## src/hw/rcc_consts.svh

```systemverilog
/*
 * Constants of the calendar count block: register offsets, count limits
 * and the reset value of the reserved weekday nibble.
 * Assumes it is included by bare name wherever the block needs a number.
 */
`ifndef RCC_CONSTS_SVH
`define RCC_CONSTS_SVH

// I/O addresses of the registers.
`define RCC_OFS_HOURS 8'he2
`define RCC_OFS_WEEKDAY 8'he3
`define RCC_OFS_MONTHDAY 8'he4
`define RCC_OFS_MTH 8'he5
`define RCC_OFS_YEAR 8'he6
`define RCC_OFS_HUNDREDYEAR 8'he7
`define RCC_OFS_ALARM_S 8'he8

// Upper limits in binary and packed BCD form.
`define RCC_HOURS_MAX_BIN 8'h17
`define RCC_HOURS_MAX_BCD 8'h23
`define RCC_WEEKDAY_MAX 8'h07
`define RCC_MTH_MAX_BIN 8'h0c
`define RCC_MTH_MAX_BCD 8'h12
`define RCC_YEAR_MAX_BIN 8'h63
`define RCC_YEAR_MAX_BCD 8'h99
`define RCC_DAYS31_BIN 8'h1f
`define RCC_DAYS30_BIN 8'h1e
`define RCC_DAYS28_BIN 8'h1c
`define RCC_DAYS31_BCD 8'h31
`define RCC_DAYS30_BCD 8'h30
`define RCC_DAYS29_BCD 8'h29
`define RCC_DAYS28_BCD 8'h28

// Lower limits: hours and years start at zero, calendar days at one.
`define RCC_MIN_ZERO 8'h00
`define RCC_MIN_ONE 8'h01

// Field positions and reset value of the reserved weekday nibble.
`define RCC_WEEKDAY_RSVD_HI 7
`define RCC_WEEKDAY_RSVD_LO 4
`define RCC_WEEKDAY_RSVD_RST 4'h0

`endif

```

## src/hw/rcc_pkg.sv

```systemverilog
/*
 * Types shared by the calendar count block.
 * Assumes rcc_consts.svh carries the numbers.
 */
package rcc_pkg;
    typedef logic [7:0] rcc_byte_t;
    // Index of each counter in the ripple chain.
    typedef enum logic [5:0] {
        RCC_IDX_HOURS = 6'h01,
        RCC_IDX_WEEKDAY = 6'h02,
        RCC_IDX_MONTHDAY = 6'h04,
        RCC_IDX_MTH = 6'h08,
        RCC_IDX_YEAR = 6'h10,
        RCC_IDX_HUNDREDYEAR = 6'h20
    } rcc_idx_t;
endpackage

```

## src/hw/rcc_digit.sv

```systemverilog
/*
 * One calendar counter step: the next value of a binary or packed BCD
 * count and whether it wraps. Purely combinational.
 * Assumes the limits given match the format selected.
 */
`timescale 1ns/10ps
module rcc_digit
    import rcc_pkg::*;
(
    // Present value and limits.
    input wire rcc_byte_t val_in,
    input wire rcc_byte_t max_in,
    input wire rcc_byte_t min_in,
    input wire logic bcd_in,
    // Step result.
    output rcc_byte_t nxt_out,
    output logic wrap_out
);
    wire ones_nine = (val_in[3:0] >= 4'h9);

    // A value at or past the limit wraps, so a stray write cannot run away.
    assign wrap_out = (val_in >= max_in);
    // In BCD the ones digit carries into the tens digit after nine.
    assign nxt_out = wrap_out ? min_in :
                     (bcd_in && ones_nine) ? {val_in[7:4] + 4'h1, 4'h0} :
                     val_in + 8'h01;
endmodule

```

## src/hw/rcc_calendar.sv

```systemverilog
/*
 * Calendar count registers of the real-time clock: hours, weekday,
 * monthday, month, year, hundred-year counts and alarm seconds set-point.
 * Assumes a CPU I/O strobe bus on CLOCK_IN, and that the unlock gate,
 * format select and the hour carry come from logic on the same clock.
 */
// Behaviour
// - hours count 0..23, BCD tens 0..2.
// - weekday 1..7 in low nibble, upper reads zero.
// - weekday, monthday, month start and wrap at one.
// - monthday count 1..31, BCD tens 0..3.
// - month count 1..12, BCD tens 0..1.
// - year count 0..99.
// - hundred-year count 0..99.
// - reset keeps counts, clears weekday upper nibble.
// - locked gate ignores count register writes.
// - format bit selects binary or packed BCD.
// - alarm seconds always writable, 0..59.
// - hours kept in 24-hour form only.
// - unlocked stops counting, allows writes; reset does not touch the gate, UNLOCK_IN.
// - leap-year February only in BCD format.
`timescale 1ns/10ps
`include "rcc_consts.svh"
module rcc_calendar
    import rcc_pkg::*;
#(
    parameter int NUM_CNT = 6
) (
    // Clock and reset.
    input wire logic CLOCK_IN,
    input wire logic RST_IN,
    // CPU I/O bus.
    input wire logic [7:0] ADDR_IN,
    input wire logic [7:0] WDATA_IN,
    input wire logic WR_IN,
    input wire logic RD_IN,
    output logic [7:0] RDATA_OUT,
    // Control from the clock control logic.
    input wire logic UNLOCK_IN,
    input wire logic BCD_EN_IN,
    input wire logic HOUR_TICK_IN
);
    rcc_byte_t cnt_q [NUM_CNT];
    rcc_byte_t nxt [NUM_CNT];
    rcc_byte_t max_v [NUM_CNT];
    rcc_byte_t min_v [NUM_CNT];
    rcc_byte_t ofs_v [NUM_CNT];
    logic [NUM_CNT-1:0] wrap;
    logic [NUM_CNT-1:0] inc;
    logic [NUM_CNT-1:0] wsel;
    rcc_byte_t alarm_s_q;
    rcc_byte_t rdata_d;
    rcc_byte_t rdata_q;

    // Leap test on a packed BCD pair: divisible by four.
    function automatic logic bcd_div4(input rcc_byte_t v);
        logic odd_tens;
        odd_tens = v[4];
        bcd_div4 = odd_tens ? (v[3:0] == 4'h2 || v[3:0] == 4'h6) :
                   (v[3:0] == 4'h0 || v[3:0] == 4'h4 || v[3:0] == 4'h8);
    endfunction

    // Month number decoded to binary, then its length in days.
    wire [3:0] mth_num = (BCD_EN_IN && cnt_q[3][4]) ? cnt_q[3][3:0] + 4'ha
                                                    : cnt_q[3][3:0];
    wire is_feb = (mth_num == 4'h2);
    wire is_thirty = (mth_num == 4'h4) || (mth_num == 4'h6) ||
                     (mth_num == 4'h9) || (mth_num == 4'hb);
    // Year 00 is a leap year only when the hundred-year count divides by four.
    wire leap = (cnt_q[4] == 8'h00) ? bcd_div4(cnt_q[5]) : bcd_div4(cnt_q[4]);
    // Binary mode has no leap-year correction: February is always 28 days.
    wire [7:0] days_bcd = is_feb ? (leap ? `RCC_DAYS29_BCD : `RCC_DAYS28_BCD) :
                          is_thirty ? `RCC_DAYS30_BCD : `RCC_DAYS31_BCD;
    wire [7:0] days_bin = is_feb ? `RCC_DAYS28_BIN :
                          is_thirty ? `RCC_DAYS30_BIN : `RCC_DAYS31_BIN;

    // Limits per counter follow the format bit.
    assign max_v[0] = BCD_EN_IN ? `RCC_HOURS_MAX_BCD : `RCC_HOURS_MAX_BIN;
    assign max_v[1] = `RCC_WEEKDAY_MAX;
    assign max_v[2] = BCD_EN_IN ? days_bcd : days_bin;
    assign max_v[3] = BCD_EN_IN ? `RCC_MTH_MAX_BCD : `RCC_MTH_MAX_BIN;
    assign max_v[4] = BCD_EN_IN ? `RCC_YEAR_MAX_BCD : `RCC_YEAR_MAX_BIN;
    assign max_v[5] = BCD_EN_IN ? `RCC_YEAR_MAX_BCD : `RCC_YEAR_MAX_BIN;
    assign min_v[0] = `RCC_MIN_ZERO;
    assign min_v[1] = `RCC_MIN_ONE;
    assign min_v[2] = `RCC_MIN_ONE;
    assign min_v[3] = `RCC_MIN_ONE;
    assign min_v[4] = `RCC_MIN_ZERO;
    assign min_v[5] = `RCC_MIN_ZERO;
    assign ofs_v[0] = `RCC_OFS_HOURS;
    assign ofs_v[1] = `RCC_OFS_WEEKDAY;
    assign ofs_v[2] = `RCC_OFS_MONTHDAY;
    assign ofs_v[3] = `RCC_OFS_MTH;
    assign ofs_v[4] = `RCC_OFS_YEAR;
    assign ofs_v[5] = `RCC_OFS_HUNDREDYEAR;

    // Ripple chain: weekday and monthday both step on the hours wrap.
    assign inc[0] = HOUR_TICK_IN && !UNLOCK_IN;
    assign inc[1] = inc[0] && wrap[0];
    assign inc[2] = inc[0] && wrap[0];
    assign inc[3] = inc[2] && wrap[2];
    assign inc[4] = inc[3] && wrap[3];
    assign inc[5] = inc[4] && wrap[4];

    genvar i;
    generate
        for (i = 0; i < NUM_CNT; i++) begin : g_cnt
            rcc_digit u_step (
                .val_in(cnt_q[i]),
                .max_in(max_v[i]),
                .min_in(min_v[i]),
                .bcd_in(BCD_EN_IN),
                .nxt_out(nxt[i]),
                .wrap_out(wrap[i])
            );
            // Writes land only while the gate is open.
            assign wsel[i] = WR_IN && UNLOCK_IN && (ADDR_IN == ofs_v[i]);
            // No general reset: counts survive a system reset by design.
            always_ff @(posedge CLOCK_IN) begin
                if (wsel[i]) begin
                    cnt_q[i] <= WDATA_IN;
                end else if (inc[i]) begin
                    cnt_q[i] <= nxt[i];
                end
                if (i == 1 && (RST_IN || wsel[i])) begin
                    // Reserved weekday bits are cleared on reset and on every write.
                    cnt_q[i][`RCC_WEEKDAY_RSVD_HI:`RCC_WEEKDAY_RSVD_LO] <=
                        `RCC_WEEKDAY_RSVD_RST;
                end
            end
        end
    endgenerate

    // The alarm set-point ignores the gate and is never reset.
    always_ff @(posedge CLOCK_IN) begin
        if (WR_IN && ADDR_IN == `RCC_OFS_ALARM_S) begin
            alarm_s_q <= WDATA_IN;
        end
    end

    // Read mux; unmapped addresses answer zero.
    always_comb begin
        rdata_d = 8'h00;
        for (int k = 0; k < NUM_CNT; k++) begin
            if (ADDR_IN == ofs_v[k]) begin
                rdata_d = cnt_q[k];
            end
        end
        if (ADDR_IN == `RCC_OFS_ALARM_S) begin
            rdata_d = alarm_s_q;
        end
    end

    // Read data is captured on the strobe and held until the next read; reset clears it.
    always_ff @(posedge CLOCK_IN) begin
        if (RST_IN) begin
            rdata_q <= 8'h00;
        end else if (RD_IN) begin
            rdata_q <= rdata_d;
        end
    end
    assign RDATA_OUT = rdata_q;

    chk_locked_write_ignored:
    assert property (@(posedge CLOCK_IN) disable iff (RST_IN)
        (WR_IN && !UNLOCK_IN && !HOUR_TICK_IN && ADDR_IN == `RCC_OFS_YEAR)
        |=> $stable(cnt_q[4]))
    else $error("Year count changed on a locked write.");

    chk_unlock_stops_count:
    assert property (@(posedge CLOCK_IN) disable iff (RST_IN)
        (UNLOCK_IN && !WR_IN) |=> $stable(cnt_q[0]) && $stable(cnt_q[2]))
    else $error("Counts moved while the gate was open.");

    chk_weekday_upper_zero:
    assert property (@(posedge CLOCK_IN)
        $past(RST_IN) |-> cnt_q[1][7:4] == 4'h0)
    else $error("Weekday reserved nibble not zero after reset.");

    chk_hours_wrap_zero:
    assert property (@(posedge CLOCK_IN) disable iff (RST_IN)
        (inc[0] && !WR_IN && BCD_EN_IN && cnt_q[0] == 8'h23)
        |=> cnt_q[0] == 8'h00)
    else $error("Hours did not wrap from 23 to 00.");

    chk_month_wrap_one:
    assert property (@(posedge CLOCK_IN) disable iff (RST_IN)
        (inc[3] && !WR_IN && !BCD_EN_IN && cnt_q[3] == 8'h0c)
        |=> cnt_q[3] == 8'h01 && !$stable(cnt_q[4]))
    else $error("Month did not wrap to one with a year carry.");

    chk_feb_binary_28:
    assert property (@(posedge CLOCK_IN) disable iff (RST_IN)
        (inc[2] && !WR_IN && !BCD_EN_IN && cnt_q[3] == 8'h02 &&
         cnt_q[2] == 8'h1c) |=> cnt_q[2] == 8'h01)
    else $error("Binary February did not end at 28.");

    chk_leap_bcd_29:
    assert property (@(posedge CLOCK_IN) disable iff (RST_IN)
        (inc[2] && !WR_IN && BCD_EN_IN && cnt_q[3] == 8'h02 &&
         cnt_q[2] == 8'h28 && cnt_q[4] == 8'h04) |=> cnt_q[2] == 8'h29)
    else $error("BCD leap February skipped day 29.");

    chk_bcd_digit_carry:
    assert property (@(posedge CLOCK_IN) disable iff (RST_IN)
        (inc[4] && !WR_IN && BCD_EN_IN && cnt_q[4] == 8'h19)
        |=> cnt_q[4] == 8'h20)
    else $error("BCD year did not carry 19 to 20.");

    chk_century_carry:
    assert property (@(posedge CLOCK_IN) disable iff (RST_IN)
        (inc[4] && !WR_IN && !BCD_EN_IN && cnt_q[4] == 8'h63 &&
         cnt_q[5] == 8'h63) |=> cnt_q[4] == 8'h00 && cnt_q[5] == 8'h00)
    else $error("Year wrap did not advance the hundred-year count.");

    chk_alarm_always_write:
    assert property (@(posedge CLOCK_IN) disable iff (RST_IN)
        (WR_IN && ADDR_IN == `RCC_OFS_ALARM_S) |=> alarm_s_q == $past(WDATA_IN))
    else $error("Alarm seconds write was lost.");

    // A weekday at or past seven returns to one on the next step.
    chk_weekday_wrap_one:
    assert property (@(posedge CLOCK_IN) disable iff (RST_IN)
        (inc[1] && !WR_IN && cnt_q[1] == 8'h07) |=> cnt_q[1] == 8'h01)
    else $error("Weekday did not wrap from seven to one.");
endmodule

```

## config.mk

```make
export PLATFORM = sky130hd
export DESIGN_NAME = rcc_calendar
export DESIGN_NICKNAME = d
export VERILOG_FILES = /design/src/hw/rcc_pkg.sv /design/src/hw/rcc_digit.sv /design/src/hw/rcc_calendar.sv
export VERILOG_INCLUDE_DIRS = /design/src /design/src/hw
export SDC_FILE = /design/constraint.sdc
export NUM_CORES = 1
export LEC_CHECK = 0
export BUFFER_PORTS_ARGS = -buffer_cell sky130_fd_sc_hd__buf_2
export CELL_PAD_IN_SITES_DETAIL_PLACEMENT = 1
export CELL_PAD_IN_SITES_GLOBAL_PLACEMENT = 1
export CORE_MARGIN = 2
export CORE_UTILIZATION = 40
export DETAILED_ROUTE_END_ITERATION = 6
export PLACE_DENSITY = 0.8
export SETUP_SLACK_MARGIN = 0.2
export SLEW_MARGIN = 40
export SYNTH_ARGS = -nofsm -noshare
export SYNTH_HDL_FRONTEND = slang
export SYNTH_SLANG_ARGS = --single-unit
```

## constraint.sdc

```tcl
create_clock -name CLOCK_IN -period 4.1 [get_ports CLOCK_IN]
set_input_delay 1.025 -clock CLOCK_IN [delete_from_list [all_inputs] [get_ports CLOCK_IN]]
set_output_delay 1.025 -clock CLOCK_IN [all_outputs]
set_load 0.1 [all_outputs]
```

==> impl_results.md <==
* Initial core utilization at 0.413
* Slew headroom at 0.442
* CTS sink cnt at 64
* Synthesis Warnings at 0
* WL/cell at 22.8 um
* Slowest CP cell: or3_4
* Synth Instances at 547
* Max-slew violation count at 0
* Final wirelength at 17300 um
* Quantity of I/O buffers inserted on ports at 30
* Number of global-route vias before repair at 4988
* Tmin final at 3.73 ns
* Hold crit path type: flop to flop
* Synth Register Bits at 64
* Most frequent cells after synthesis: ha_1 (58), edfxtp_1 (56), nand2_1 (49)
* Total die area at 14100 sq um
* CTS tree: yes
* Ys flop type: edfxtp_1
* Clk slew on worst S/H paths at 0.05 ns
* Largest net degree at the start of global routing at 25
* R2R Path End: cnt_q[4][5]
* End of the critical path: cnt_q[4][5]
* EDFF count, synth at 56
* Synthesized Nets at 628
* Root buffer cell: clkbuf_16
* Crit start category: input port
* Share of flip-flops with an asynchronous set or reset at 0
* Required @ worst endpoint at 4.24 ns
* I/O pins at 31
* Cell variety after synth at 69
* Main area contributors after synthesis: edfxtp_1 (32%), ha_1 (14%), o21ai_0 (3.6%), nand2_1 (3.5%), dfxtp_1 (3.0%)
* Remaining global-route overflow at 0
* TritonRoute pass-1 iters at 5
* Share of cells above drive strength 1 at 0.158
* Max VDD drop at 0.000192 V
* GRT Total Usage at 0.251
* First-pass GRT wire length at 27500 um
* Critical Path End Type: flop
* Antenna violations before repair at 0
* Fin Hold WS at 0.495 ns
* Die H at 119 um
* Max-Cap Viols at 0
* DRC Markers at 0
* # setup viols final at 0
* CTS max path bufs at 2
* Final HPWL DP at 13000 um
* Area delta synth->final at 14.0%
* Final ANT Viol Nets at 0
* Final Cycle Share at 0.911
* CP Max Fanout at 8
* Area leader, netlist: edfxtp_1
* Synth Cell Area at 5250 sq um
* WP data arrival at 3.87 ns
* Clock skew at 0.00515 ns
* Worst path max stage delay at 0.45 ns
* Finished layout cell area at 5990 sq um
* Crit path kind: input port to flop
* RSZ-0062 raised after global routing: true
* Register area share after synthesis at 0.351
* Top-area cell type share of the netlist area at 0.320
* Area post-placement at 5670 sq um
* Chip width at 119 um
* Vias at 4700
* FP Rows at 41
* Final Hold Viols at 0
* Power Density at 324 nW/um^2
* CTS buffer count at 9
* Core Region at 12700 sq um
* Final nets at 663
* Syn_area_per_cell at 9.60 sq um
* # hold bufs at CTS at 0
* Status: finished clean
* Worst Hold Depth at 2
* Antenna cells at 0
* Final GP Congestion at 0.922
* Vias per cell at 6.19
* Initial DRC Count at 401
* Most common cell in the netlist: ha_1
* Worst slew pin tran at 0.832 ns
* Worst setup startpoint: BCD_EN_IN
* F_max at 0.268 GHz
* Clk_lat worst skew at 0.33 ns
* LEAKAGE at 0.00232 uW
* CTS H-tree depth at 3
* Worst r2r src: cnt_q[4][5]
* Reg2Reg Depth at 12
* Crit-path cells: buf_2 > ha_1 > buf_4 > nor2_1 > nand3_1 > o21ai_0 > a21oi_1 > a211o_1 > ha_1 > nor2b_4 > o21ai_4 > a41oi_4 > or3_4 > buf_4 > o31ai_1
* Setup slack, reg-to-reg at 0.39 ns
power breakdown:
| group | internal, uW | total, uW | switching [uW] | leakage, uW |
|---|---|---|---|---|
| Clock | 519 | 799 | 281 | 0.000156 |
| Sequential | 745 | 785 | 39.6 | 0.000589 |
| Combinational | 133 | 359 | 226 | 0.00157 |
critical path, delay by kind of cell:
kind,cells,cell delay (ns)
AO/OA/AOI/OAI,6,1.07
AND/OR/NAND/NOR,4,0.72
adder cells (fa/ha/maj),2,0.58
buffers and inverters,3,0.46
logic make-up (layout without fill, tap and decap cells):
group / Yosys count / after routing / share of synthesized area
flops: 64 / 64 / 0.351
mux: 18 / 18 / 0.0360
xor+xnor: 30 / 30 / 0.0500
fa+ha+maj: 58 / 58 / 0.138
buf+inv: 54 / 94 / 0.0438
simple gates: 165 / 165 / 0.167
compound gates: 158 / 158 / 0.215
metal layers:
layer | GRT usage | share of wire | vias up
li1 | - | - | 2132
met1 | 0.316 | 0.43 | 2357
met2 | 0.427 | 0.49 | 172
met3 | 0.0473 | 0.056 | 39
met4 | 0.0908 | 0.030 | 0
met5 | 0 | 0 | -
metrics by stage:
step	instances	TNS [ns]	utilization	power (uW)	setup WS, ns
floorplan	547	0	-	1020	0.212
global placement	743	0	0.445	1120	0.0907
detailed placement	743	-0.674	0.445	1150	-0.0690
CTS	759	0	0.470	1940	0.273
global route	759	0	0.471	2010	0.172
finish	759	0	0.471	1940	0.367
layout by cell type, fill, tap and decap left out, drive strengths merged, types with 3 or more instances in the layout:
master / synthesis / routed
dfxtp: 8 / 8
a211oi: 7 / 7
nor2: 29 / 29
o21a: 3 / 3
mux2i: 11 / 11
edfxtp: 56 / 56
xnor2: 18 / 18
a2111oi: 4 / 4
o41ai: 7 / 7
and2: 6 / 6
nand4: 3 / 3
nand2b: 12 / 12
o31ai: 20 / 20
or2: 5 / 5
nor4: 3 / 3
nor3b: 10 / 10
xor2: 12 / 12
ha: 58 / 58
inv: 29 / 29
o211ai: 4 / 4
a31oi: 4 / 4
mux2: 7 / 7
buf: 12 / 49
o2bb2ai: 3 / 3
a21oi: 27 / 27
nand3: 18 / 18
o32ai: 6 / 6
o22ai: 8 / 8
nor2b: 6 / 6
a211o: 4 / 4
nor3: 5 / 5
a22o: 3 / 3
a21o: 3 / 3
nand3b: 5 / 5
clkbuf: 13 / 13
and3: 4 / 4
o21ai: 41 / 41
a222oi: 6 / 6
nand2: 50 / 50
registers in the layout, summed over array words and instances, names as in the netlist:
register   cells
RDATA_OUT      8
alarm_s_q      8
cnt_q         48
worst min path at each step:
stage | slack [ns] | start | endpoint
floorplan | 0.56 | alarm_s_q[0] | RDATA_OUT[0]
detailed placement | 0.49 | RDATA_OUT[2] | RDATA_OUT[2]
global placement | 0.48 | RDATA_OUT[4] | RDATA_OUT[4]
CTS | 0.50 | RDATA_OUT[6] | RDATA_OUT[6]
global route | 0.52 | RDATA_OUT[6] | RDATA_OUT[6]
finish | 0.49 | RDATA_OUT[4] | RDATA_OUT[4]
area by class of cell:
class	count	area (sq um)
sequential	64	1840
timing repair buffer	49	293
multi-input combinational	429	3220
inverter	29	109
tap	172	215
clock buffer	13	270
clock inverter	3	40.0
fill	1477	6730
what timing repair did:
action | 4_1_cts | 5_1_grt
setup endpoints to repair | 0 | 43
setup buffers | 0 | 0
gates resized for setup | 0 | 2
No activity file was read; power rests on OpenSTA's default activity.
